[config.mk]
export PLATFORM = sky130hd
export DESIGN_NAME = asr_receiver
export DESIGN_NICKNAME = d
export VERILOG_FILES = /design/src/common/asr_pkg.sv /design/src/verilog/asr_fifo.sv /design/src/verilog/asr_receiver.sv
export SDC_FILE = /design/constraint.sdc
export NUM_CORES = 1
export LEC_CHECK = 0
export ABC_CLOCK_PERIOD_IN_PS = 3400
export BUFFER_PORTS_ARGS = -buffer_cell sky130_fd_sc_hd__buf_2
export CAP_MARGIN = 20
export CELL_PAD_IN_SITES_DETAIL_PLACEMENT = 1
export CELL_PAD_IN_SITES_GLOBAL_PLACEMENT = 1
export CORE_UTILIZATION = 41
export DETAILED_ROUTE_END_ITERATION = 16
export PLACE_DENSITY = 0.76
export SYNTH_ARGS = -nofsm -noshare
export SYNTH_HDL_FRONTEND = slang
export SYNTH_HIERARCHICAL = 1
export SYNTH_SLANG_ARGS = --single-unit
[constraint.sdc]
create_clock -name core_clk_in -period 3.4 [get_ports core_clk_in]
set_input_delay 0 -clock core_clk_in [delete_from_list [all_inputs] [get_ports core_clk_in]]
set_output_delay 0 -clock core_clk_in [all_outputs]
set_load 0.01 [all_outputs]
[src/common/asr_pkg.sv]
// constants, register map and types of the async serial receiver
package asr_pkg;
   // -----------------------------------------------------------------
   // register offsets
   // -----------------------------------------------------------------
   localparam logic [3:0] OFF_RCV_STAT_CTRL = 4'h0;
   localparam logic [3:0] OFF_TX_STAT_CTRL = 4'h1;
   localparam logic [3:0] OFF_BAUD_CTRL = 4'h2;
   localparam logic [3:0] OFF_DIV_LOW = 4'h3;
   localparam logic [3:0] OFF_DIV_HIGH = 4'h4;
   localparam logic [3:0] OFF_RX_DATA = 4'h5;
   localparam logic [3:0] OFF_INT_CTRL = 4'h6;
   localparam logic [3:0] OFF_PER_ENABLE = 4'h7;
   localparam logic [3:0] OFF_PER_FLAG = 4'h8;
   // -----------------------------------------------------------------
   // field positions
   // -----------------------------------------------------------------
   localparam int RCS_PORT_EN = 7;
   localparam int RCS_NINE = 6;
   localparam int RCS_RX_EN = 4;
   localparam int RCS_ADDR_DET = 3;
   localparam int RCS_FRAME = 2;
   localparam int RCS_OVERRUN = 1;
   localparam int RCS_BIT9 = 0;
   localparam int TXS_SYNC = 4;
   localparam int TXS_HIGH_SPEED = 2;
   localparam int TXS_SHIFT_EMPTY = 1;
   localparam int BDC_RX_IDLE = 6;
   localparam int BDC_WIDE = 3;
   localparam int INT_GLOBAL = 7;
   localparam int INT_PERIPH = 6;
   localparam int PIE_RX = 5;
   localparam int PIR_RX = 5;
   // -----------------------------------------------------------------
   // write masks and reset values
   // -----------------------------------------------------------------
   localparam logic [7:0] RCS_WR_MASK = 8'hf8;
   localparam logic [7:0] TXS_WR_MASK = 8'hfd;
   localparam logic [7:0] BDC_WR_MASK = 8'h1b;
   localparam logic [7:0] INT_WR_MASK = 8'hc0;
   localparam logic [7:0] PIE_WR_MASK = 8'h20;
   localparam logic [7:0] REG_RESET = 8'h00;
   // -----------------------------------------------------------------
   // bit timing
   // -----------------------------------------------------------------
   localparam logic [3:0] SAMPLE_A = 4'h7;
   localparam logic [3:0] SAMPLE_B = 4'h8;
   localparam logic [3:0] SAMPLE_C = 4'h9;
   localparam logic [3:0] TICK_STEP = 4'h1;
   localparam logic [3:0] BITS_EIGHT = 4'h8;
   localparam logic [3:0] BITS_NINE = 4'h9;
   // -----------------------------------------------------------------
   // receive buffer
   // -----------------------------------------------------------------
   localparam int ENTRY_W = 10;
   localparam int ENT_FRAMING_ERROR = 9;
   localparam int ENT_BIT9 = 8;
   localparam logic [1:0] FIFO_FULL = 2'h2;
   localparam logic [1:0] FIFO_EMPTY = 2'h0;
   localparam logic [1:0] FIFO_STEP = 2'h1;
   // -----------------------------------------------------------------
   // receiver states
   // -----------------------------------------------------------------
   typedef enum logic [3:0] {
      ST_IDLE = 4'h1,
      ST_START = 4'h2,
      ST_DATA = 4'h4,
      ST_STOP = 4'h8
   } asr_state_type;
endpackage

[src/verilog/asr_fifo.sv]
// two-entry receive buffer with registered head entry
`timescale 1ns/1ps
module asr_fifo (
   input wire logic core_clk_in,
   input wire logic rst_in,
   input wire logic clear_in,
   input wire logic push_in,
   input wire logic [asr_pkg::ENTRY_W-1:0] push_data_in,
   input wire logic pop_in,
   output logic [asr_pkg::ENTRY_W-1:0] head_out,
   output logic [1:0] count_out
);
   logic [asr_pkg::ENTRY_W-1:0] ent_q [2];
   logic [asr_pkg::ENTRY_W-1:0] ent_d [2];
   logic [1:0] cnt_q;
   logic [1:0] cnt_d;
   logic do_pop;
   logic do_push;
   logic [1:0] slot;

   always_comb begin
      ent_d = ent_q;
      cnt_d = cnt_q;
      slot = cnt_q;
      do_pop = pop_in && (cnt_q != asr_pkg::FIFO_EMPTY);
      do_push = push_in && ((cnt_q != asr_pkg::FIFO_FULL) || do_pop);
      if (clear_in) begin
         cnt_d = asr_pkg::FIFO_EMPTY;
      end else begin
         if (do_pop) begin
            ent_d[0] = ent_q[1];
            slot = cnt_q - asr_pkg::FIFO_STEP;
         end
         if (do_push) begin
            ent_d[slot[0]] = push_data_in;
         end
         cnt_d = slot + (do_push ? asr_pkg::FIFO_STEP : asr_pkg::FIFO_EMPTY);
      end
   end

   always_ff @(posedge core_clk_in or posedge rst_in) begin
      if (rst_in) begin
         ent_q[0] <= '0;
         ent_q[1] <= '0;
         cnt_q <= asr_pkg::FIFO_EMPTY;
      end else begin
         ent_q <= ent_d;
         cnt_q <= cnt_d;
      end
   end

   assign head_out = ent_q[0];
   assign count_out = cnt_q;
endmodule

[src/verilog/asr_receiver.sv]
// async serial receiver: line recovery, character framing and registers
//
// Operation
// - oversample line at sixteen ticks per bit
// - finished character goes straight into two-entry buffer
// - receive only with receive, port enabled, async
// - falling edge in idle starts a character
// - false start at half bit aborts silently
// - each data bit decided at its centre
// - low stop sample marks framing error
// - push after stop; data read pops oldest
// - pending flag means enabled with unread data
// - interrupt needs all three enables set
// - framing error stored per entry, shows oldest
// - framing error read-only, cleared by port disable
// - third character while full sets overrun, blocks
// - overrun cleared only by receive/port disable
// - nine-bit mode keeps ninth bit per entry
// - address detect in nine-bit mode keeps only ninth-bit-set characters
// - least significant bit arrives first
// - timing from shared baud generator tick
//
// The implementer's own choices: the plain strobed port and the register addresses.
`timescale 1ns/1ps
module asr_receiver (
   input wire logic core_clk_in,
   input wire logic rst_in,
   input wire logic [3:0] reg_addr_in,
   input wire logic [7:0] reg_wdata_in,
   input wire logic reg_wr_in,
   input wire logic reg_rd_in,
   output logic [7:0] reg_rdata_out,
   input wire logic os_tick_in,
   input wire logic rx_line_in,
   output logic [15:0] baud_div_out,
   output logic high_speed_baud_out,
   output logic wide_baud_divider_out,
   output logic pending_out,
   output logic irq_out
);
   // -----------------------------------------------------------------
   // helpers
   // -----------------------------------------------------------------
   function automatic logic reg_hit(input logic [3:0] addr,
                                    input logic [3:0] off);
      reg_hit = (addr == off);
   endfunction
   function automatic logic vote3(input logic a, input logic b,
                                  input logic c);
      vote3 = (a & b) | (a & c) | (b & c);
   endfunction

   // -----------------------------------------------------------------
   // declarations
   // -----------------------------------------------------------------
   logic [7:0] rcs_q, rcs_d, txs_q, txs_d, bdc_q, bdc_d;
   logic [7:0] div_lo_q, div_lo_d, div_hi_q, div_hi_d;
   logic [7:0] int_q, int_d, pie_q, pie_d;
   logic [7:0] rdata_q, rdata_d, rcs_view;
   logic sync1_q, sync2_q, sync3_q, line_q, line_d, line_prev_q;
   asr_pkg::asr_state_type state_q, state_d;
   logic [3:0] cnt_q, cnt_d, bits_q, bits_d, nbits;
   logic [8:0] rsr_q, rsr_d, char9;
   logic [1:0] samp_q, samp_d, fifo_cnt;
   logic port_enable, receive_enable, rx9, address_detect_enable, sync_mode, rx_en, overrun_error_q, overrun_error_d, fifo_any;
   logic fall, vote, decide, keep, push, ovr_set, pop, framing_error_vis, bit9_vis;
   logic [asr_pkg::ENTRY_W-1:0] entry, head;

   // -----------------------------------------------------------------
   // control decode
   // -----------------------------------------------------------------
   assign port_enable = rcs_q[asr_pkg::RCS_PORT_EN];
   assign receive_enable = rcs_q[asr_pkg::RCS_RX_EN];
   assign rx9 = rcs_q[asr_pkg::RCS_NINE];
   assign address_detect_enable = rcs_q[asr_pkg::RCS_ADDR_DET];
   assign sync_mode = txs_q[asr_pkg::TXS_SYNC];
   assign rx_en = port_enable && receive_enable && !sync_mode;
   assign nbits = rx9 ? asr_pkg::BITS_NINE : asr_pkg::BITS_EIGHT;

   // -----------------------------------------------------------------
   // line synchroniser
   // -----------------------------------------------------------------
   always_comb begin
      line_d = line_q;
      if (sync2_q == sync3_q) begin
         line_d = sync3_q;
      end
   end

   always_ff @(posedge core_clk_in or posedge rst_in) begin
      if (rst_in) begin
         sync1_q <= 1'h1;
         sync2_q <= 1'h1;
         sync3_q <= 1'h1;
         line_q <= 1'h1;
         line_prev_q <= 1'h1;
      end else begin
         sync1_q <= rx_line_in;
         sync2_q <= sync1_q;
         sync3_q <= sync2_q;
         line_q <= line_d;
         line_prev_q <= line_q;
      end
   end

   assign fall = line_prev_q && !line_q;

   // -----------------------------------------------------------------
   // character recovery
   // -----------------------------------------------------------------
   assign decide = os_tick_in && (cnt_q == asr_pkg::SAMPLE_C);
   assign vote = vote3(samp_q[0], samp_q[1], line_q);
   assign char9 = rx9 ? rsr_q : {1'h0, rsr_q[8:1]};
   assign entry = {!vote, char9};
   assign keep = !(rx9 && address_detect_enable && !char9[asr_pkg::ENT_BIT9]);

   always_comb begin
      state_d = state_q;
      cnt_d = cnt_q;
      bits_d = bits_q;
      rsr_d = rsr_q;
      samp_d = samp_q;
      push = 1'h0;
      ovr_set = 1'h0;
      if (!rx_en) begin
         state_d = asr_pkg::ST_IDLE;
         cnt_d = '0;
         bits_d = '0;
      end else begin
         unique case (state_q)
            asr_pkg::ST_IDLE: begin
               if (fall && !overrun_error_q) begin
                  state_d = asr_pkg::ST_START;
                  cnt_d = '0;
                  bits_d = '0;
               end
            end
            asr_pkg::ST_START, asr_pkg::ST_DATA, asr_pkg::ST_STOP: begin
               if (os_tick_in) begin
                  cnt_d = cnt_q + asr_pkg::TICK_STEP;
                  if (cnt_q == asr_pkg::SAMPLE_A) begin
                     samp_d[0] = line_q;
                  end
                  if (cnt_q == asr_pkg::SAMPLE_B) begin
                     samp_d[1] = line_q;
                  end
               end
               if (decide) begin
                  if (state_q == asr_pkg::ST_START) begin
                     state_d = vote ? asr_pkg::ST_IDLE
                                    : asr_pkg::ST_DATA;
                  end else if (state_q == asr_pkg::ST_DATA) begin
                     rsr_d = {vote, rsr_q[8:1]};
                     bits_d = bits_q + asr_pkg::TICK_STEP;
                     if (bits_d == nbits) begin
                        state_d = asr_pkg::ST_STOP;
                     end
                  end else begin
                     state_d = asr_pkg::ST_IDLE;
                     if (keep) begin
                        if (fifo_cnt == asr_pkg::FIFO_FULL && !pop) begin
                           ovr_set = 1'h1;
                        end else begin
                           push = 1'h1;
                        end
                     end
                  end
               end
            end
            default: state_d = asr_pkg::ST_IDLE;
         endcase
      end
   end

   always_ff @(posedge core_clk_in or posedge rst_in) begin
      if (rst_in) begin
         state_q <= asr_pkg::ST_IDLE;
         cnt_q <= '0;
         bits_q <= '0;
         rsr_q <= '0;
         samp_q <= '0;
      end else begin
         state_q <= state_d;
         cnt_q <= cnt_d;
         bits_q <= bits_d;
         rsr_q <= rsr_d;
         samp_q <= samp_d;
      end
   end

   // -----------------------------------------------------------------
   // receive buffer
   // -----------------------------------------------------------------
   assign pop = reg_rd_in && reg_hit(reg_addr_in, asr_pkg::OFF_RX_DATA)
                && (fifo_cnt != asr_pkg::FIFO_EMPTY);

   asr_fifo u_fifo (
      .core_clk_in(core_clk_in),
      .rst_in(rst_in),
      .clear_in(!port_enable),
      .push_in(push),
      .push_data_in(entry),
      .pop_in(pop),
      .head_out(head),
      .count_out(fifo_cnt)
   );

   assign fifo_any = (fifo_cnt != asr_pkg::FIFO_EMPTY);
   assign framing_error_vis = fifo_any && head[asr_pkg::ENT_FRAMING_ERROR];
   assign bit9_vis = fifo_any && head[asr_pkg::ENT_BIT9];

   // -----------------------------------------------------------------
   // registers
   // -----------------------------------------------------------------
   always_comb begin
      rcs_d = rcs_q;
      txs_d = txs_q;
      bdc_d = bdc_q;
      div_lo_d = div_lo_q;
      div_hi_d = div_hi_q;
      int_d = int_q;
      pie_d = pie_q;
      if (reg_wr_in) begin
         unique case (reg_addr_in)
            asr_pkg::OFF_RCV_STAT_CTRL:
               rcs_d = reg_wdata_in & asr_pkg::RCS_WR_MASK;
            asr_pkg::OFF_TX_STAT_CTRL:
               txs_d = reg_wdata_in & asr_pkg::TXS_WR_MASK;
            asr_pkg::OFF_BAUD_CTRL:
               bdc_d = reg_wdata_in & asr_pkg::BDC_WR_MASK;
            asr_pkg::OFF_DIV_LOW: div_lo_d = reg_wdata_in;
            asr_pkg::OFF_DIV_HIGH: div_hi_d = reg_wdata_in;
            asr_pkg::OFF_INT_CTRL:
               int_d = reg_wdata_in & asr_pkg::INT_WR_MASK;
            asr_pkg::OFF_PER_ENABLE:
               pie_d = reg_wdata_in & asr_pkg::PIE_WR_MASK;
            default: rcs_d = rcs_q;
         endcase
      end
      // set wins over a clearing write in the same cycle
      if (!port_enable) begin
         overrun_error_d = 1'h0;
      end else if (ovr_set) begin
         overrun_error_d = 1'h1;
      end else if (!receive_enable) begin
         overrun_error_d = 1'h0;
      end else begin
         overrun_error_d = overrun_error_q;
      end
   end

   always_comb begin
      rcs_view = rcs_q;
      rcs_view[asr_pkg::RCS_FRAME] = framing_error_vis;
      rcs_view[asr_pkg::RCS_OVERRUN] = overrun_error_q;
      rcs_view[asr_pkg::RCS_BIT9] = bit9_vis;
      rdata_d = asr_pkg::REG_RESET;
      if (reg_rd_in) begin
         unique case (reg_addr_in)
            asr_pkg::OFF_RCV_STAT_CTRL: rdata_d = rcs_view;
            asr_pkg::OFF_TX_STAT_CTRL: begin
               rdata_d = txs_q;
               rdata_d[asr_pkg::TXS_SHIFT_EMPTY] = 1'h1;
            end
            asr_pkg::OFF_BAUD_CTRL: begin
               rdata_d = bdc_q;
               rdata_d[asr_pkg::BDC_RX_IDLE] = state_q == asr_pkg::ST_IDLE;
            end
            asr_pkg::OFF_DIV_LOW: rdata_d = div_lo_q;
            asr_pkg::OFF_DIV_HIGH: rdata_d = div_hi_q;
            asr_pkg::OFF_RX_DATA: begin
               if (fifo_cnt != asr_pkg::FIFO_EMPTY) begin
                  rdata_d = head[7:0];
               end
            end
            asr_pkg::OFF_INT_CTRL: rdata_d = int_q;
            asr_pkg::OFF_PER_ENABLE: rdata_d = pie_q;
            asr_pkg::OFF_PER_FLAG: begin
               rdata_d[asr_pkg::PIR_RX] = pending_out;
            end
            default: rdata_d = asr_pkg::REG_RESET;
         endcase
      end
   end

   always_ff @(posedge core_clk_in or posedge rst_in) begin
      if (rst_in) begin
         rcs_q <= asr_pkg::REG_RESET;
         txs_q <= asr_pkg::REG_RESET;
         bdc_q <= asr_pkg::REG_RESET;
         div_lo_q <= asr_pkg::REG_RESET;
         div_hi_q <= asr_pkg::REG_RESET;
         int_q <= asr_pkg::REG_RESET;
         pie_q <= asr_pkg::REG_RESET;
         overrun_error_q <= 1'h0;
         rdata_q <= asr_pkg::REG_RESET;
      end else begin
         rcs_q <= rcs_d;
         txs_q <= txs_d;
         bdc_q <= bdc_d;
         div_lo_q <= div_lo_d;
         div_hi_q <= div_hi_d;
         int_q <= int_d;
         pie_q <= pie_d;
         overrun_error_q <= overrun_error_d;
         rdata_q <= rdata_d;
      end
   end

   // -----------------------------------------------------------------
   // outputs
   // -----------------------------------------------------------------
   assign reg_rdata_out = rdata_q;
   assign baud_div_out = {div_hi_q, div_lo_q};
   assign high_speed_baud_out = txs_q[asr_pkg::TXS_HIGH_SPEED];
   assign wide_baud_divider_out = bdc_q[asr_pkg::BDC_WIDE];
   assign pending_out = rx_en && (fifo_cnt != asr_pkg::FIFO_EMPTY);
   assign irq_out = pending_out && pie_q[asr_pkg::PIE_RX]
                    && int_q[asr_pkg::INT_PERIPH]
                    && int_q[asr_pkg::INT_GLOBAL];
endmodule

Word-level counts from Yosys, hierarchy flattened
Index checks and enable logic that the tools add are counted.
- input bits: 18
- output and inout port bits: 28
- logic and storage cells: 157
- register bits after elaboration: 94
- $add $sub $neg: 4
- equality and inequality tests: 27
- reduce and logical (&&, ||, !) cells: 43
- muxes and demuxes: 51
- bitwise operators: 7
- $lt $le $gt $ge: 2
- operators with widths (operator ; count):
    $mux 4 ; 13
    $mux 10 ; 3
    $pmux 5 s6 ; 1
    $eq 4x3->1 const B ; 6
    $pmux 4 s2 ; 3
    $bwmux 20 ; 1
    $mux 20 ; 1
    $logic_and 1x1->1 ; 19
    $mux 1 ; 19
    $eq 4x4->1 const B ; 4
    $mux 8 ; 2
    $reduce_and 2->1 ; 8
    $ne 3x3->1 const B ; 5
    $pmux 2 s7 ; 1
    $eq 4x2->1 const B ; 3
    $demux 10 s1 ; 1
    $reduce_and 5->1 ; 2
    $mux 9 ; 1
    $add 4x1->4 const B ; 2
    $eq 4x1->1 const B ; 2
    $reduce_and 4->1 ; 2
    $pmux 1 s7 ; 1
    $logic_not 1->1 ; 6
    $mux 2 ; 3
    21 further kinds ; 25

Logic depth before layout (Yosys ltp)
- depth in word-level cells: 16
- gate-level depth with buffers: 10
- depth with buffers taken out: 9

Modules after synthesis
The synthesis kept the hierarchy.
- modules (own cells, without submodules) (module ; area an instance (sq um) ; seq. area each (sq um) ; cells an instance ; times used):
    asr_receiver ; 3662.3 ; 1809.2 ; 325 ; 1
    asr_fifo ; 1136.1 ; 550.5 ; 87 ; 1

Worst setup path after synthesis
No wires, ideal clock.
- path type: register to register
- from: register cnt_q[1]
- to: register u_fifo.ent_q (netlist bit u_fifo/head_out[7])
- library setup time: 0.126 ns
- clock period less this slack: 2.615 ns
- arrival: 2.488 ns
- buffers on the path: 1
- required time: 3.274 ns
- cell stages (with the launch flop): 11
- path slack: 0.785 ns
- cells stage by stage: dfrtp_1 inv_1 ha_1 nand4b_1 clkbuf_1 nor4b_1 nor2b_1 or3b_4 a21oi_4 nor2b_1 a221o_1
- cells in the longest elaborated chain, start to end: 7
- RTL lines (what ; RTL line ; RTL):
    start, declared ; asr_receiver.sv:62 ; logic [3:0] cnt_q, cnt_d, bits_q, bits_d, nbits;
    start signal, assigned ; asr_receiver.sv:184 ; cnt_q <= cnt_d;
    $eq 4x4->1 ; asr_receiver.sv:111 ; assign decide = os_tick_in && (cnt_q == asr_pkg::SAMPLE_C);
    $logic_and 1x1->1 ; asr_receiver.sv:111 ;
    $mux 1 ; asr_receiver.sv:148 ; if (decide) begin
    $mux 1 ; asr_receiver.sv:130 ; unique case (state_q)
    $mux 1 ; asr_receiver.sv:125 ; if (!rx_en) begin
    named net push ; asr_receiver.sv:66 ; logic fall, vote, decide, keep, push, ovr_set, pop, framing_error_vis, bit9_vis;
    $logic_and 1x1->1 ; asr_fifo.sv:26 ; do_push = push_in && ((cnt_q != asr_pkg::FIFO_FULL) || do_pop);
    $mux 20 ; asr_fifo.sv:34 ; if (do_push) begin
    end signal, assigned ; asr_fifo.sv:47 ; ent_q <= ent_d;
    end, declared ; asr_fifo.sv:13 ; logic [asr_pkg::ENTRY_W-1:0] ent_q [2];
The timed path passes the listed nets, and every way through them passes these cells.
A chain may end at the register's enable or synchronous reset.

Final worst setup path
- from: register txs_q[4]
- to: register u_fifo.ent_q (netlist bit u_fifo/head_out[0])
- cells in the longest elaborated chain, start to end: 5
- RTL lines (what ; RTL line ; RTL):
    start, declared ; asr_receiver.sv:56 ; logic [7:0] rcs_q, rcs_d, txs_q, txs_d, bdc_q, bdc_d;
    start signal, assigned ; asr_receiver.sv:289 ; txs_q <= asr_pkg::REG_RESET;
    start signal, assigned ; asr_receiver.sv:299 ; txs_q <= txs_d;
    $logic_not 1->1 ; asr_receiver.sv:77 ; assign rx_en = port_enable && receive_enable && !sync_mode;
    $logic_and 1x1->1 ; asr_receiver.sv:77 ;
    $mux 1 ; asr_receiver.sv:125 ;
    named net push ; asr_receiver.sv:66 ;
    $logic_and 1x1->1 ; asr_fifo.sv:26 ;
    $mux 20 ; asr_fifo.sv:34 ;
The timed path passes the listed nets, and every way through them passes these cells.

==> summary.txt <==
Outcome
  • Result of the run: complete, no violations

Drt
  • First-pass DRT Iterations: 4
  • Initial drt markers: roughly 210
  • Vias per inst: approximately 5.8
  • Routed wire length: 12,100 um
  • Remaining antenna violation count: 0
  • Wire per inst: 20.0 um
  • DRC violations left: 0
  • Via Count: 3,477

Placed design
  • Port Buffers: 45
  • DP Cell Count: 577
  • Hpwl dp: between 8000 and 9000 um
  • Placer Congestion: 0.846
  • Setup slack at placement: 0.491 ns

STA
  • RSZ-0062 raised after global routing: false
  • Tmin final: 2.92 ns
  • Worst-margin pin slew: 0.832 ns
  • Setup Viol. Count Final: 0
  • Final setup margin: between 0.4 and 0.5 ns
  • Max-slew violations: 0
  • Final period utilization: 0.858
  • Worst hold slack: about 0.026 ns
  • Slew headroom: 0.445
  • Clock Skew: roughly 0.0086 ns
  • Setup tns final: 0 ns
  • Fin. Hold Viols: 0
  • Fmax: 343 MHz

Floorplanning
  • # IOs: 46
  • Starting density of the core: 0.420
  • Die height: 110 um
  • # rows: 39
  • DIE AREA: approximately 12,000 um^2
  • Core area: 11,400 um^2
  • Die Width: 110 um

Critical path
  • Worst Setup Start Kind: flop
  • Top cell by count, worst path: nor2b_1
  • WS Path Type: flop to flop
  • Reg-to-reg setup timing slack: 0.48 ns
  • Slowest CP cell: or3b_4
  • Worst EP arrival: 3.14 ns
  • End of the worst register-to-register path: u_fifo/head_out[0]
  • CP peak stage delay: 0.43 ns
  • Req. time, crit path: ~3.6 ns
  • Worst R2R Start: txs_q[4]
  • R2r worst-path depth: 8
  • Setup crit end kind: flop
  • Critical-path cell list: nand3b_2 > nor2_1 > nor4b_1 > nor2b_1 > or3b_4 > a21oi_4 > nor2b_1 > a221o_1
  • CP max FO: 10

Clock tree
  • Clk slew on worst S/H paths: about 0.07 ns
  • TritonCTS clock tree: built
  • Longest Clk Path Bufs: 2
  • Setup bufs post-CTS: 0
  • CTS Root Cell: clkbuf_16
  • CTS Buf Count: 9
  • CTS resizes: 0
  • Htree depth: 3
  • CTS Hold Bufs: 11
  • Worst skew pair latency: 0.34 ns
  • Clock Sinks: between 90 and 100

Cells and area
  • Nets: 481
  • Synth-to-Final Area Change: 13.7%
  • Leading cell types in the layout, fill and taps excluded: dfrtp_1 (88), mux2_2 (64), buf_2 (45)
  • Layout cells sized above 1: 0.338
  • Filler-free cell count of the finished design: 604
  • Most common cell after layout, fill and taps aside: dfrtp_1
  • Antenna cells: 0

Synth
  • Syn Nets: 437
  • Synth Instances: 412
  • Post-synthesis sequential area ratio: 0.492
  • Prevailing post-synth register cell: dfrtp_1
  • Synthesis-stage register bit count: 94
  • YS warnings: 6
  • Post-synthesis instance area: 4800 um^2
  • Mapped Avg Cell Area: 11.6 um^2
  • Share of flip-flops with an asynchronous set or reset: 1.00
  • EDFF count, synth: 0
  • Unique masters post-synth: 70

GRT
  • Total GRT Usage: 0.213
  • Initial antenna violation count: 0
  • Total global routing overflow: 0
  • First-pass GRT wire length: 19,400 um
  • Pin count of the biggest net entering global routing: 35
  • Vias in the first global route: 3,710

Hold path
  • HP Start: os_tick_in
  • Worst Hold Class: input pin to flop
  • Hold path endpoint: cnt_q[0]
  • WHS Path Cells: 3

Run
  • MaxCap Viol Count: 0

Power
  • Max IR drop VDD: 309 uV
  • Pwr dens: 493 nW/um^2
  • Leakage: 2.47 nW
  • Final total power: between 2 and 3 mW
==> cell usage after synthesis (2+ instances only) <==
master,instances,area share
dfrtp_1,88,0.46
mux2_2,64,0.15
nand2_1,26,0.020
nor2_1,23,0.018
nor2b_1,17,0.022
a21oi_1,14,0.015
nand3_1,13,0.014
o21ai_0,13,0.014
buf_4,11,0.017
a221o_1,10,0.021
inv_1,10,0.0078
clkbuf_1,9,0.0070
ha_1,7,0.018
dfstp_2,6,0.033
mux2i_1,5,0.010
nor3_1,5,0.0052
a31oi_1,4,0.0052
buf_6,4,0.0094
nand3b_1,4,0.0063
a222oi_1,3,0.0063
a22o_1,3,0.0055
and2_1,3,0.0039
and3_1,3,0.0039
nand2b_1,3,0.0039
nand4b_1,3,0.0055
o22ai_1,3,0.0039
xnor2_1,3,0.0055
a221oi_1,2,0.0037
and4_1,2,0.0037
buf_1,2,0.0016
maj3_1,2,0.0042
nand4_1,2,0.0026
nor2_2,2,0.0026
nor3b_2,2,0.0052
nor4_1,2,0.0026
o211ai_1,2,0.0031
o21a_1,2,0.0031
o31ai_1,2,0.0031
or3b_2,2,0.0037
==> power by group <==
group / switching [mW] / leakage, nW / internal [mW]
Combinational: 0.191 / 1.10 / 0.181
Sequential: 0.0987 / 1.23 / 1.23
Clock: 0.478 / 0.136 / 0.513
Total: 0.768 / 2.47 / 1.92
==> cell type report <==
cell class              count  area (um^2)
fillers                  1253         5960
flip-flops and latches     94         2360
multi-input cells         280         2210
repair buffers             61          373
clock buffers               9          225
well taps                 143          179
clock inverters             7         66.3
inverters                  10         37.5
==> stage by stage <==
stage | utilization | instance area [um^2]
after floorplan | - | 4800
after global placement | 0.442 | 5050
after detailed placement | 0.442 | 5050
after CTS | 0.478 | 5450
after global routing | 0.478 | 5450
final | 0.478 | 5450
==> worst max path at each step <==
| stage | start | to | slack (ns) | depth (start not counted) |
|---|---|---|---|---|
| 2_1_floorplan | cnt_q[1] | u_fifo/head_out[7] | 0.79 | 10 |
| 3_3_place_gp | txs_q[4] | u_fifo/head_out[1] | 0.58 | 8 |
| 3_5_place_dp | txs_q[4] | u_fifo/head_out[9] | 0.49 | 8 |
| 4_1_cts | txs_q[4] | u_fifo/head_out[6] | 0.47 | 8 |
| 5_1_grt | txs_q[4] | u_fifo/head_out[0] | 0.26 | 8 |
| 6_report | txs_q[4] | u_fifo/head_out[0] | 0.48 | 8 |
==> kinds of logic after synthesis <==
group | after synthesis | synth area share
simple gates | 125 | 0.151
flops | 94 | 0.492
compound gates | 71 | 0.113
mux | 71 | 0.168
buf+inv | 38 | 0.0469
fa+ha+maj | 9 | 0.0224
xor+xnor | 4 | 0.00730
==> metal layers <==
layer	vias to the layer above	GRT usage	wire length (um)
met2	69	0.354	6010
met5	-	0	0
met4	0	0.0648	195
met1	1801	0.278	5360
li1	1592	-	-
met3	15	0.0453	518
==> critical path, delay by kind of cell (launching register included) <==
family	cells	cell delay [ns]
AOI/OAI and AO/OA	2	0.60
and+or+nand+nor	6	1.78
DFF	1	0.42
(Power assumes the default switching activity.)
